--- src/core/ofp_pkg.sv ---
// Package for output fault protection: register map, fields, constants
package ofp_pkg;
    // ----------------------------------------
    // Register byte addresses
    // ----------------------------------------
    localparam logic [7:0] ADDR_DIAG = 8'h00;
    localparam logic [7:0] ADDR_CTRL = 8'h04;
    localparam logic [7:0] ADDR_STATUS = 8'h08;
    localparam logic [7:0] ADDR_IRQ_STATUS = 8'h0C;
    localparam logic [7:0] ADDR_IRQ_MASK = 8'h10;
    localparam logic [7:0] ADDR_CURR = 8'h14;
    // ----------------------------------------
    // Diagnosis word bit positions (also irq layout)
    // ----------------------------------------
    localparam int DIAG_SHORT = 0;
    localparam int DIAG_OV = 1;
    localparam int DIAG_TSD = 2;
    localparam int DIAG_TW = 3;
    localparam int DIAG_GUV = 4;
    localparam int DIAG_LUV = 5;
    localparam int DIAG_W = 6;
    // ----------------------------------------
    // Control bits
    // ----------------------------------------
    localparam int CTRL_SHORT_DETECT_DISABLE = 0;
    localparam int CTRL_IDLE = 1;
    localparam int CTRL_W = 2;
    localparam logic [CTRL_W-1:0] CTRL_RESET = 2'h0;
    // ----------------------------------------
    // Status bits
    // ----------------------------------------
    localparam int STAT_STATE_LO = 0;
    localparam int STAT_BRAKE = 2;
    localparam int STAT_DRV_EN = 3;
    localparam int STAT_SS_RESTART = 4;
    localparam int STAT_W = 5;
    // ----------------------------------------
    // Current fields
    // ----------------------------------------
    localparam int CURR_LED_LO = 0;
    localparam int CURR_IN_LO = 2;
    localparam int CURR_W = 4;
    // ----------------------------------------
    // Timing and read data constants
    // ----------------------------------------
    localparam logic [3:0] SHORT_DEBOUNCE_CYCLES = 4'h8;
    localparam logic [31:0] RDATA_ZERO = 32'h0000_0000;

    typedef enum logic [1:0] {
        ST_RUN,
        ST_BRAKE_SHORT,
        ST_BRAKE_OV,
        ST_OVERTEMP
    } ofp_mode_type;
endpackage

--- src/core/ofp_top.sv ---
// Output fault protection supervisor with APB register access
// ----------------------------------------
// Functional notes
// - Short declared only after feedback low for 8 consecutive switching clocks.
// - Short-detect-disable bit set means no short detection, regulation continues.
// - Short comparator ignored while soft start is below its lock-off point.
// - Short sets short flag and forces brake-low, both low-side switches on.
// - After short shutdown restart automatically through soft start.
// - Reading diagnosis word clears the short flag.
// - Overvoltage sets overvoltage flag and forces brake-low.
// - Overvoltage brake ends once comparator drops below threshold minus hysteresis.
// - Reading diagnosis word clears the overvoltage flag.
// - Gate drivers off if internal or external gate supply undervoltage.
// - In limp home the internal gate supply undervoltage is ignored.
// - In idle only thermal, gate supply and logic supply faults are reported.
// - Overtemperature takes priority over every other fault reaction.
// - Two-bit LED and input current codes readable by host.
// - Thermal shutdown flag latched, drivers restart when overtemperature clears.
// ----------------------------------------
`timescale 1ns/1ns
module ofp_top
    import ofp_pkg::*;
(
    input wire logic clk,
    input wire logic arst_n,
    input wire logic sw_clk_en,
    input wire logic feedback_high_sense,
    input wire logic overvoltage_feedback_sense,
    input wire logic gate_supply_internal,
    input wire logic gate_supply_external,
    input wire logic overtemp_shutdown,
    input wire logic overtemp_warning,
    input wire logic logic_supply_uv,
    input wire logic limp_home,
    input wire logic soft_start_locked,
    input wire logic [1:0] led_current_code,
    input wire logic [1:0] input_current_code,
    input wire logic [7:0] paddr,
    input wire logic psel,
    input wire logic penable,
    input wire logic pwrite,
    input wire logic [31:0] pwdata,
    output logic [31:0] prdata,
    output logic pready,
    output logic pslverr,
    output logic brake_low,
    output logic gate_drive_enable,
    output logic soft_start_restart,
    output logic irq
);
    // ----------------------------------------
    // State
    // ----------------------------------------
    typedef struct packed {
        logic [1:0] s1_fbh;
        logic [1:0] s1_ov;
        logic [1:0] s1_gi;
        logic [1:0] s1_ge;
        logic [1:0] s1_ot;
        logic [1:0] s1_tw;
        logic [1:0] s1_luv;
        logic [1:0] s1_lh;
        logic [1:0] s1_ss;
        logic [3:0] s1_cur;
        logic [3:0] s2_cur;
        logic [3:0] debounce;
        logic [1:0] warm;
        ofp_mode_type mode;
        logic [DIAG_W-1:0] diag;
        logic [DIAG_W-1:0] irq_status;
        logic [DIAG_W-1:0] irq_mask;
        logic [CTRL_W-1:0] ctrl;
        logic [31:0] prdata;
        logic pready;
        logic pslverr;
        logic brake_low;
        logic gate_drive_enable;
        logic soft_start_restart;
        logic irq;
    } ofp_state_type;

    ofp_state_type st;
    ofp_state_type next_st;

    // ----------------------------------------
    // Helpers
    // ----------------------------------------
    // Unused upper bits read as zero
    function automatic logic [31:0] pad_word(input logic [DIAG_W-1:0] v);
        pad_word = RDATA_ZERO;
        pad_word[DIAG_W-1:0] = v;
    endfunction

    // Sticky flags: a new event beats a clear in the same cycle
    function automatic logic [DIAG_W-1:0] flag_update(
        input logic [DIAG_W-1:0] old,
        input logic [DIAG_W-1:0] clr,
        input logic [DIAG_W-1:0] set
    );
        flag_update = (old & ~clr) | set;
    endfunction

    function automatic logic is_brake(input ofp_mode_type m);
        is_brake = (m == ST_BRAKE_SHORT) || (m == ST_BRAKE_OV);
    endfunction

    // ----------------------------------------
    // Synchronised inputs (stage 1 is bit 0, stage 2 is bit 1)
    // ----------------------------------------
    // Only stage 2 is read, so metastability stays in stage 1
    logic fbh_low;
    logic ov_high;
    logic gi_uv;
    logic ge_uv;
    logic ot_sd;
    logic ot_w;
    logic l_uv;
    logic lh;
    logic ss_locked;
    assign fbh_low = st.s1_fbh[1];
    assign ov_high = st.s1_ov[1];
    assign gi_uv = st.s1_gi[1];
    assign ge_uv = st.s1_ge[1];
    assign ot_sd = st.s1_ot[1];
    assign ot_w = st.s1_tw[1];
    assign l_uv = st.s1_luv[1];
    assign lh = st.s1_lh[1];
    assign ss_locked = st.s1_ss[1];

    // ----------------------------------------
    // Decode and event wires
    // ----------------------------------------
    logic apb_access;
    logic apb_setup;
    logic [DIAG_W-1:0] irq_clr;
    logic rd_diag;
    logic short_evt;
    logic [DIAG_W-1:0] events;
    logic [DIAG_W-1:0] idle_mask;
    logic gate_uv;

    always_comb begin
        next_st = st;
        // Inputs from the analog side are asynchronous to clk
        next_st.s1_fbh = {st.s1_fbh[0], feedback_high_sense};
        next_st.s1_ov = {st.s1_ov[0], overvoltage_feedback_sense};
        next_st.s1_gi = {st.s1_gi[0], gate_supply_internal};
        next_st.s1_ge = {st.s1_ge[0], gate_supply_external};
        next_st.s1_ot = {st.s1_ot[0], overtemp_shutdown};
        next_st.s1_tw = {st.s1_tw[0], overtemp_warning};
        next_st.s1_luv = {st.s1_luv[0], logic_supply_uv};
        next_st.s1_lh = {st.s1_lh[0], limp_home};
        next_st.s1_ss = {st.s1_ss[0], soft_start_locked};
        next_st.s1_cur = {led_current_code, input_current_code};
        next_st.s2_cur = st.s1_cur;
        // Drivers stay off until the supply monitors have filled both stages
        next_st.warm = {st.warm[0], 1'b1};

        // ----------------------------------------
        // Short debounce on the switching clock enable
        // ----------------------------------------
        // Counter advances only on switching clock pulses
        short_evt = 1'b0;
        if (st.ctrl[CTRL_SHORT_DETECT_DISABLE]) begin
            next_st.debounce = 4'h0;
        end else if (!ss_locked) begin
            // Ramp below lock-off, a low output is expected
            next_st.debounce = 4'h0;
        end else if (!fbh_low) begin
            next_st.debounce = 4'h0;
        end else if (st.mode != ST_RUN) begin
            next_st.debounce = 4'h0;
        end else if (sw_clk_en) begin
            if (st.debounce == SHORT_DEBOUNCE_CYCLES - 4'h1) begin
                short_evt = 1'b1;
                next_st.debounce = 4'h0;
            end else begin
                next_st.debounce = st.debounce + 4'h1;
            end
        end

        // ----------------------------------------
        // Protective reaction, overtemperature first
        // ----------------------------------------
        next_st.soft_start_restart = 1'b0;
        case (st.mode)
            ST_RUN: begin
                if (ot_sd) begin
                    next_st.mode = ST_OVERTEMP;
                end else if (ov_high) begin
                    next_st.mode = ST_BRAKE_OV;
                end else if (short_evt) begin
                    next_st.mode = ST_BRAKE_SHORT;
                end
            end
            ST_BRAKE_SHORT: begin
                // One brake pulse then restart through soft start
                // Limitation: a lasting short trips again once the ramp relocks
                if (ot_sd) begin
                    next_st.mode = ST_OVERTEMP;
                end else begin
                    next_st.mode = ST_RUN;
                    next_st.soft_start_restart = 1'b1;
                end
            end
            ST_BRAKE_OV: begin
                // Brake held until the comparator drops through its hysteresis
                if (ot_sd) begin
                    next_st.mode = ST_OVERTEMP;
                end else if (!ov_high) begin
                    next_st.mode = ST_RUN;
                    next_st.soft_start_restart = 1'b1;
                end
            end
            ST_OVERTEMP: begin
                // Drivers come back on their own once the die cools
                if (!ot_sd) begin
                    next_st.mode = ST_RUN;
                    next_st.soft_start_restart = 1'b1;
                end
            end
            default: begin
                // Unreachable, recovers to run
                next_st.mode = ST_RUN;
            end
        endcase

        // ----------------------------------------
        // Bridge drive control
        // ----------------------------------------
        // Limp home ignores the internal supply monitor
        gate_uv = ge_uv || (gi_uv && !lh);
        next_st.brake_low = is_brake(next_st.mode);
        // Brake wins over drive, so the bridge never sees both at once
        next_st.gate_drive_enable = st.warm[1] && !gate_uv
            && !st.ctrl[CTRL_IDLE]
            && (next_st.mode != ST_OVERTEMP)
            && !next_st.brake_low;

        // ----------------------------------------
        // Diagnosis events, idle suppression
        // ----------------------------------------
        events = '0;
        events[DIAG_SHORT] = short_evt;
        // Overvoltage not reported while overtemperature owns the bridge
        events[DIAG_OV] = ov_high && !ot_sd;
        events[DIAG_TSD] = ot_sd;
        events[DIAG_TW] = ot_w;
        events[DIAG_GUV] = gate_uv;
        events[DIAG_LUV] = l_uv;
        // Idle keeps thermal and supply reports only
        idle_mask = '1;
        if (st.ctrl[CTRL_IDLE]) begin
            idle_mask[DIAG_SHORT] = 1'b0;
            idle_mask[DIAG_OV] = 1'b0;
        end
        events = events & idle_mask;

        // ----------------------------------------
        // APB slave, zero wait states
        // ----------------------------------------
        apb_setup = psel && !penable;
        apb_access = psel && penable;
        rd_diag = apb_access && !pwrite && paddr == ADDR_DIAG;
        // Decode in setup so data stands registered in the access cycle
        // Ready is one cycle wide, no wait states
        next_st.pready = apb_setup;
        next_st.pslverr = 1'b0;
        next_st.prdata = RDATA_ZERO;
        if (apb_setup) begin
            case (paddr)
                ADDR_DIAG: next_st.prdata = pad_word(st.diag);
                ADDR_CTRL: next_st.prdata[CTRL_W-1:0] = st.ctrl;
                ADDR_STATUS: begin
                    next_st.prdata[STAT_STATE_LO +: 2] = st.mode;
                    next_st.prdata[STAT_BRAKE] = st.brake_low;
                    next_st.prdata[STAT_DRV_EN] = st.gate_drive_enable;
                    next_st.prdata[STAT_SS_RESTART] = st.soft_start_restart;
                end
                ADDR_IRQ_STATUS: next_st.prdata = pad_word(st.irq_status);
                ADDR_IRQ_MASK: next_st.prdata = pad_word(st.irq_mask);
                ADDR_CURR: next_st.prdata[CURR_W-1:0] = st.s2_cur;
                default: next_st.pslverr = 1'b1;
            endcase
        end

        // Clear on read; a new event in the same cycle wins
        next_st.diag = flag_update(st.diag, {DIAG_W{rd_diag}}, events);
        // Thermal shutdown stays latched until read
        next_st.diag[DIAG_TSD] = (st.diag[DIAG_TSD] && !rd_diag) || events[DIAG_TSD];

        // ----------------------------------------
        // Register writes and interrupt
        // ----------------------------------------
        irq_clr = '0;
        if (apb_access && pwrite) begin
            case (paddr)
                ADDR_CTRL: next_st.ctrl = pwdata[CTRL_W-1:0];
                ADDR_IRQ_MASK: next_st.irq_mask = pwdata[DIAG_W-1:0];
                ADDR_IRQ_STATUS: irq_clr = pwdata[DIAG_W-1:0];
                default: irq_clr = '0;
            endcase
        end
        // Write one to clear; a new event still wins
        next_st.irq_status = flag_update(st.irq_status, irq_clr, events);
        next_st.irq = |(next_st.irq_status & next_st.irq_mask);
    end

    // ----------------------------------------
    // State register
    // ----------------------------------------
    always_ff @(posedge clk or negedge arst_n) begin
        if (!arst_n) begin
            st <= '0;
        end else begin
            st <= next_st;
        end
    end

    // ----------------------------------------
    // Registered outputs
    // ----------------------------------------
    assign prdata = st.prdata;
    assign pready = st.pready;
    assign pslverr = st.pslverr;
    assign brake_low = st.brake_low;
    assign gate_drive_enable = st.gate_drive_enable;
    assign soft_start_restart = st.soft_start_restart;
    assign irq = st.irq;
endmodule

--- config.mk ---
export PLATFORM = sky130hd
export DESIGN_NAME = ofp_top
export DESIGN_NICKNAME = d
export VERILOG_FILES = /design/src/core/ofp_pkg.sv /design/src/core/ofp_top.sv
export SDC_FILE = /design/constraint.sdc
export NUM_CORES = 1
export LEC_CHECK = 0
export BUFFER_PORTS_ARGS = -buffer_cell sky130_fd_sc_hd__buf_4
export CORE_ASPECT_RATIO = 0.9
export CORE_MARGIN = 2
export CORE_UTILIZATION = 55
export CTS_BUF_LIST = sky130_fd_sc_hd__clkbuf_4
export DETAILED_ROUTE_END_ITERATION = 16
export PLACE_DENSITY = 0.87
export RECOVER_POWER = 50
export SLEW_MARGIN = 20
export SYNTH_ARGS = -nofsm -noshare
export SYNTH_HDL_FRONTEND = slang
export SYNTH_SLANG_ARGS = --single-unit
export TNS_END_PERCENT = 1
--- constraint.sdc ---
create_clock -name clk -period 3.4 [get_ports clk]
set_clock_uncertainty 0.1 [all_clocks]
set_input_delay 0.68 -clock clk [delete_from_list [all_inputs] [get_ports clk]]
set_output_delay 0.68 -clock clk [all_outputs]
set_load 0.05 [all_outputs]
==> results.tsv <==
stage	metric	value	unit
placement	DP HPWL	3504	um
die	Die ar.	0.005573	mm2
worst_hold_path	Tightest Hold Check Type	reg -> reg	
timing	FMAX	456.9	MHz
setup_path	CP Launch Type	input port	
run_status	status	finished, violations left	
clock_tree	Post CTS Setup Buffer Count	0	
clock_tree	CTS Hold Bufs	0	
synthesis	Simple-Gate Fraction of Synth Area	12.40	%
setup_path	WP data arrival	2410	ps
layout	Final #Nets	323	
pwr	P per Cell Area	515.8	mW/mm2
setup_path	CP Buf/Inv Count	1	
timing	setup TNS	0	ps
placement	Port Buffers	44	
drt	DRT antenna net count	0	
drt	final WL	4970	um
synthesis	top post-synthesis cells by area	dfrtp_1 (60%), buf_4 (8.8%), mux2_2 (3.7%)	
drt	First-pass DRT Iterations	4	
timing	Fin. Hold Viols	0	
clock_tree	CTS sink count	66	
timing	Final Max Slew Viols	67	
die	die span in y	71.02	um
layout	share of cells above drive strength 1	28.09	%
clock_tree	TritonCTS clock tree	built	
pwr	Seq pwr share	50.3	%
grt	vias in the first global route	1668	
clock_tree	H-tree levels	3	
synthesis	largest family of logic cells by synthesized area	simple AND/OR/NAND/NOR gates	
timing	Tcrit/Tclk final	64.38	%
placement	GP Congestion	0.8677	
grt	first-pass GRT wire length	8162	um
clock_tree	deepest clock path buffer count	2	
layout	most common cell after layout, fill and taps aside	dfrtp_1	
pwr	Net Sw Frac	24.95	%
synthesis	area leader, netlist	dfrtp_1	
synthesis	Distinct cells, synth	44	
synthesis	Synth Instances	218	
job	maxcap violations	1	
drt	Remaining DRCs	0	
timing	final setup fails	0	
placement	# placed instances	316	
clock_tree	clock tree root buffer cell	clkbuf_4	
die	Starting Density	56.78	%
die	I/O pin total	97	
timing	RSZ-0062 raised after global routing	false	
pwr	VDD IR-drop max	0.3407	mV
synthesis	mapped cell area	0.002745	mm2
grt	GRT Util Overall	20.37	%
grt	initial antenna violation count	0	
die	row count	24	
layout	commonest non-fill, non-tap cells in the layout	dfrtp_1 (66), buf_4 (29), conb_1 (27)	
synthesis	Ys Warns	0	
pwr	Comb power frac	10.2	%
grt	grt ovf	0	
grt	largest net degree at the start of global routing	67	
pwr	Clk pwr share	39.5	%
drt	Vias/cell	5.178	
die	Core Region	0.004835	mm2
synthesis	top-area cell type share of the netlist area	60.16	%
die	overall die width	78.47	um
synthesis	mux share of post-synthesis cell area	4.421	%
synthesis	#FFs+latches synth	66	
layout	antenna cell count	0	
timing	min Tclk post-route	2189	ps
setup_path	CP Class	in -> reg	
drt	drt wl/cell	14.97	um
drt	vias	1719	
timing	Least-Margin Pin Slew	1546	ps
synthesis	syn_area_per_cell	12.59	um2
timing	Slew headroom	-3.052	%
clock_tree	post-CTS sizing	0	
synthesis	Compound-Gate Fraction of Synth Area	11.12	%
layout	Layout area overhead	15.31	%
clock_tree	CTS buffer count	9	
setup_path	Worst setup EP type	flop	
layout	post-route insts no fill	332	
setup_path	WP data required	3620	ps
layout	filler cell count	370	
placement	pre-CTS worst setup slack	802.7	ps
pwr	LEAKAGE	1.527	nW
clock_tree	clk slew on worst S/H paths	110	ps
pwr	Pint	1.225	mW
setup_path	cell chain of the critical path	buf_4 > nor3_4 > nand2_2 > nor4_4 > nand4b_2 > a21o_1	
layout	Post-Route Utilization	65.48	%
setup_path	CP max-delay cell	nor4_4	
setup_path	CP top delay family	simple AND/OR/NAND/NOR gates	
timing	final worst setup slack	1211	ps
synthesis	post-synthesis adder-cell area fraction	0.9116	%
clock_tree	clock latency on the worst-skew pair	430	ps
synthesis	Synth Area in XOR/XNOR	0.3191	%
run_status	violated checks	capacitance limit, slew limit	
pwr	Psw	0.4073	mW
synthesis	sequential area share after synthesis	60.16	%
drt	DRT iter0 DRCs	138	
setup_path	Crit Path Max Fanout	10	
setup_path	Slowest Stage Delay on Critical Path	420	ps
## worst paths after layout
kind,depth (start not counted),to,slack [ps],start
setup / recovery,6,st[54],1210,paddr[5]
hold / removal,0,ot_w,240,next_st[81]
setup reg to reg,5,gate_drive_enable,1480,st[62]
hold reg to reg,0,ot_w,240,next_st[81]
max in group asynchronous,1,gi_uv,1760,arst_n
min in group asynchronous,1,st[63],530,arst_n
## kinds of logic (layout without fill, tap and decap cells)
| logic type | after synthesis | count (layout) |
|---|---|---|
| DFF | 66 | 66 |
| and+or+nand+nor | 50 | 50 |
| adders and majority gates | 2 | 2 |
| buffers and inverters | 43 | 67 |
| AOI/OAI and AO/OA | 43 | 43 |
| muxes | 11 | 11 |
| xor gates and xnor gates | 1 | 1 |
| other | 2 | 27 |
## sequential cells by signal, summed over array words and instances, names as in the netlist
signal              cells
pready                  1
soft_start_restart      1
ot_sd                   1
next_st                14
pslverr                 1
irq                     1
brake_low               1
prdata                  6
gate_drive_enable       1
l_uv                    1
ge_uv                   1
ss_locked               1
ov_high                 1
fbh_low                 1
ot_w                    1
st                     31
lh                      1
gi_uv                   1
## power groups by stage
stage                     combinational (mW)  sequential (mW)  clock [mW]
after global routing                   0.179            0.824       0.698
after global placement                 0.167            0.835           0
after CTS                              0.170            0.821       0.654
final                                  0.167            0.821       0.645
after floorplan                        0.113            0.849           0
after detailed placement               0.169            0.836           0
## metal layers
metal  GRT usage (%)  part of all wire [%]
met2           29.79                    46
met4           8.577                   2.9
met5               0                     0
met1           26.39                    44
met3           9.566                   6.4
## stage by stage
step / instance area [um2] / hold slack (ps) / power, mW
finish: 3166 / 239.0 / 1.633
global route: 3166 / 229.0 / 1.700
CTS: 3172 / 240.8 / 1.644
detailed placement: 2992 / 234.7 / 1.005
global placement: 2992 / 231.7 / 1.002
floorplan: 2839 / 231.2 / 0.9620
## Yosys cell counts (all sizes together)
cell type,count
ha,2
a222oi,2
and4,1
nor4b,1
a22oi,8
or3,1
nor4,3
a211oi,1
nand2b,2
a22o,2
a21boi,2
nor2b,1
nor3,3
conb,2
or2,2
o21ai,4
and4b,3
a221o,1
a31oi,3
a41o,1
nor2,8
nand2,8
and3,8
xor2,1
inv,7
a32oi,1
mux2,9
and2,2
dfrtp,66
a21o,11
clkbuf,2
a21oi,7
mux2i,2
nand4b,1
buf,34
nand4,6
## final cells by class
cell class / count / area (um2) / share of cell area, %
multi-input combinational: 134 / 902.1 / 28.50
clock inverter: 6 / 105.1 / 3.320
inverter: 7 / 26.28 / 0.8300
tap: 65 / 81.33 / 2.569
clock buffer: 10 / 75.07 / 2.372
timing repair buffer: 44 / 324.1 / 10.24
sequential: 66 / 1652 / 52.17
## worst register-to-register path, cell delays in order, from the launching register on
cell     delay [ps]
dfrtp_1         420
ha_1            250
and4b_1         220
a41o_1          260
ha_1            310
nor4_1          280
Power figures use the tool's default switching activity.
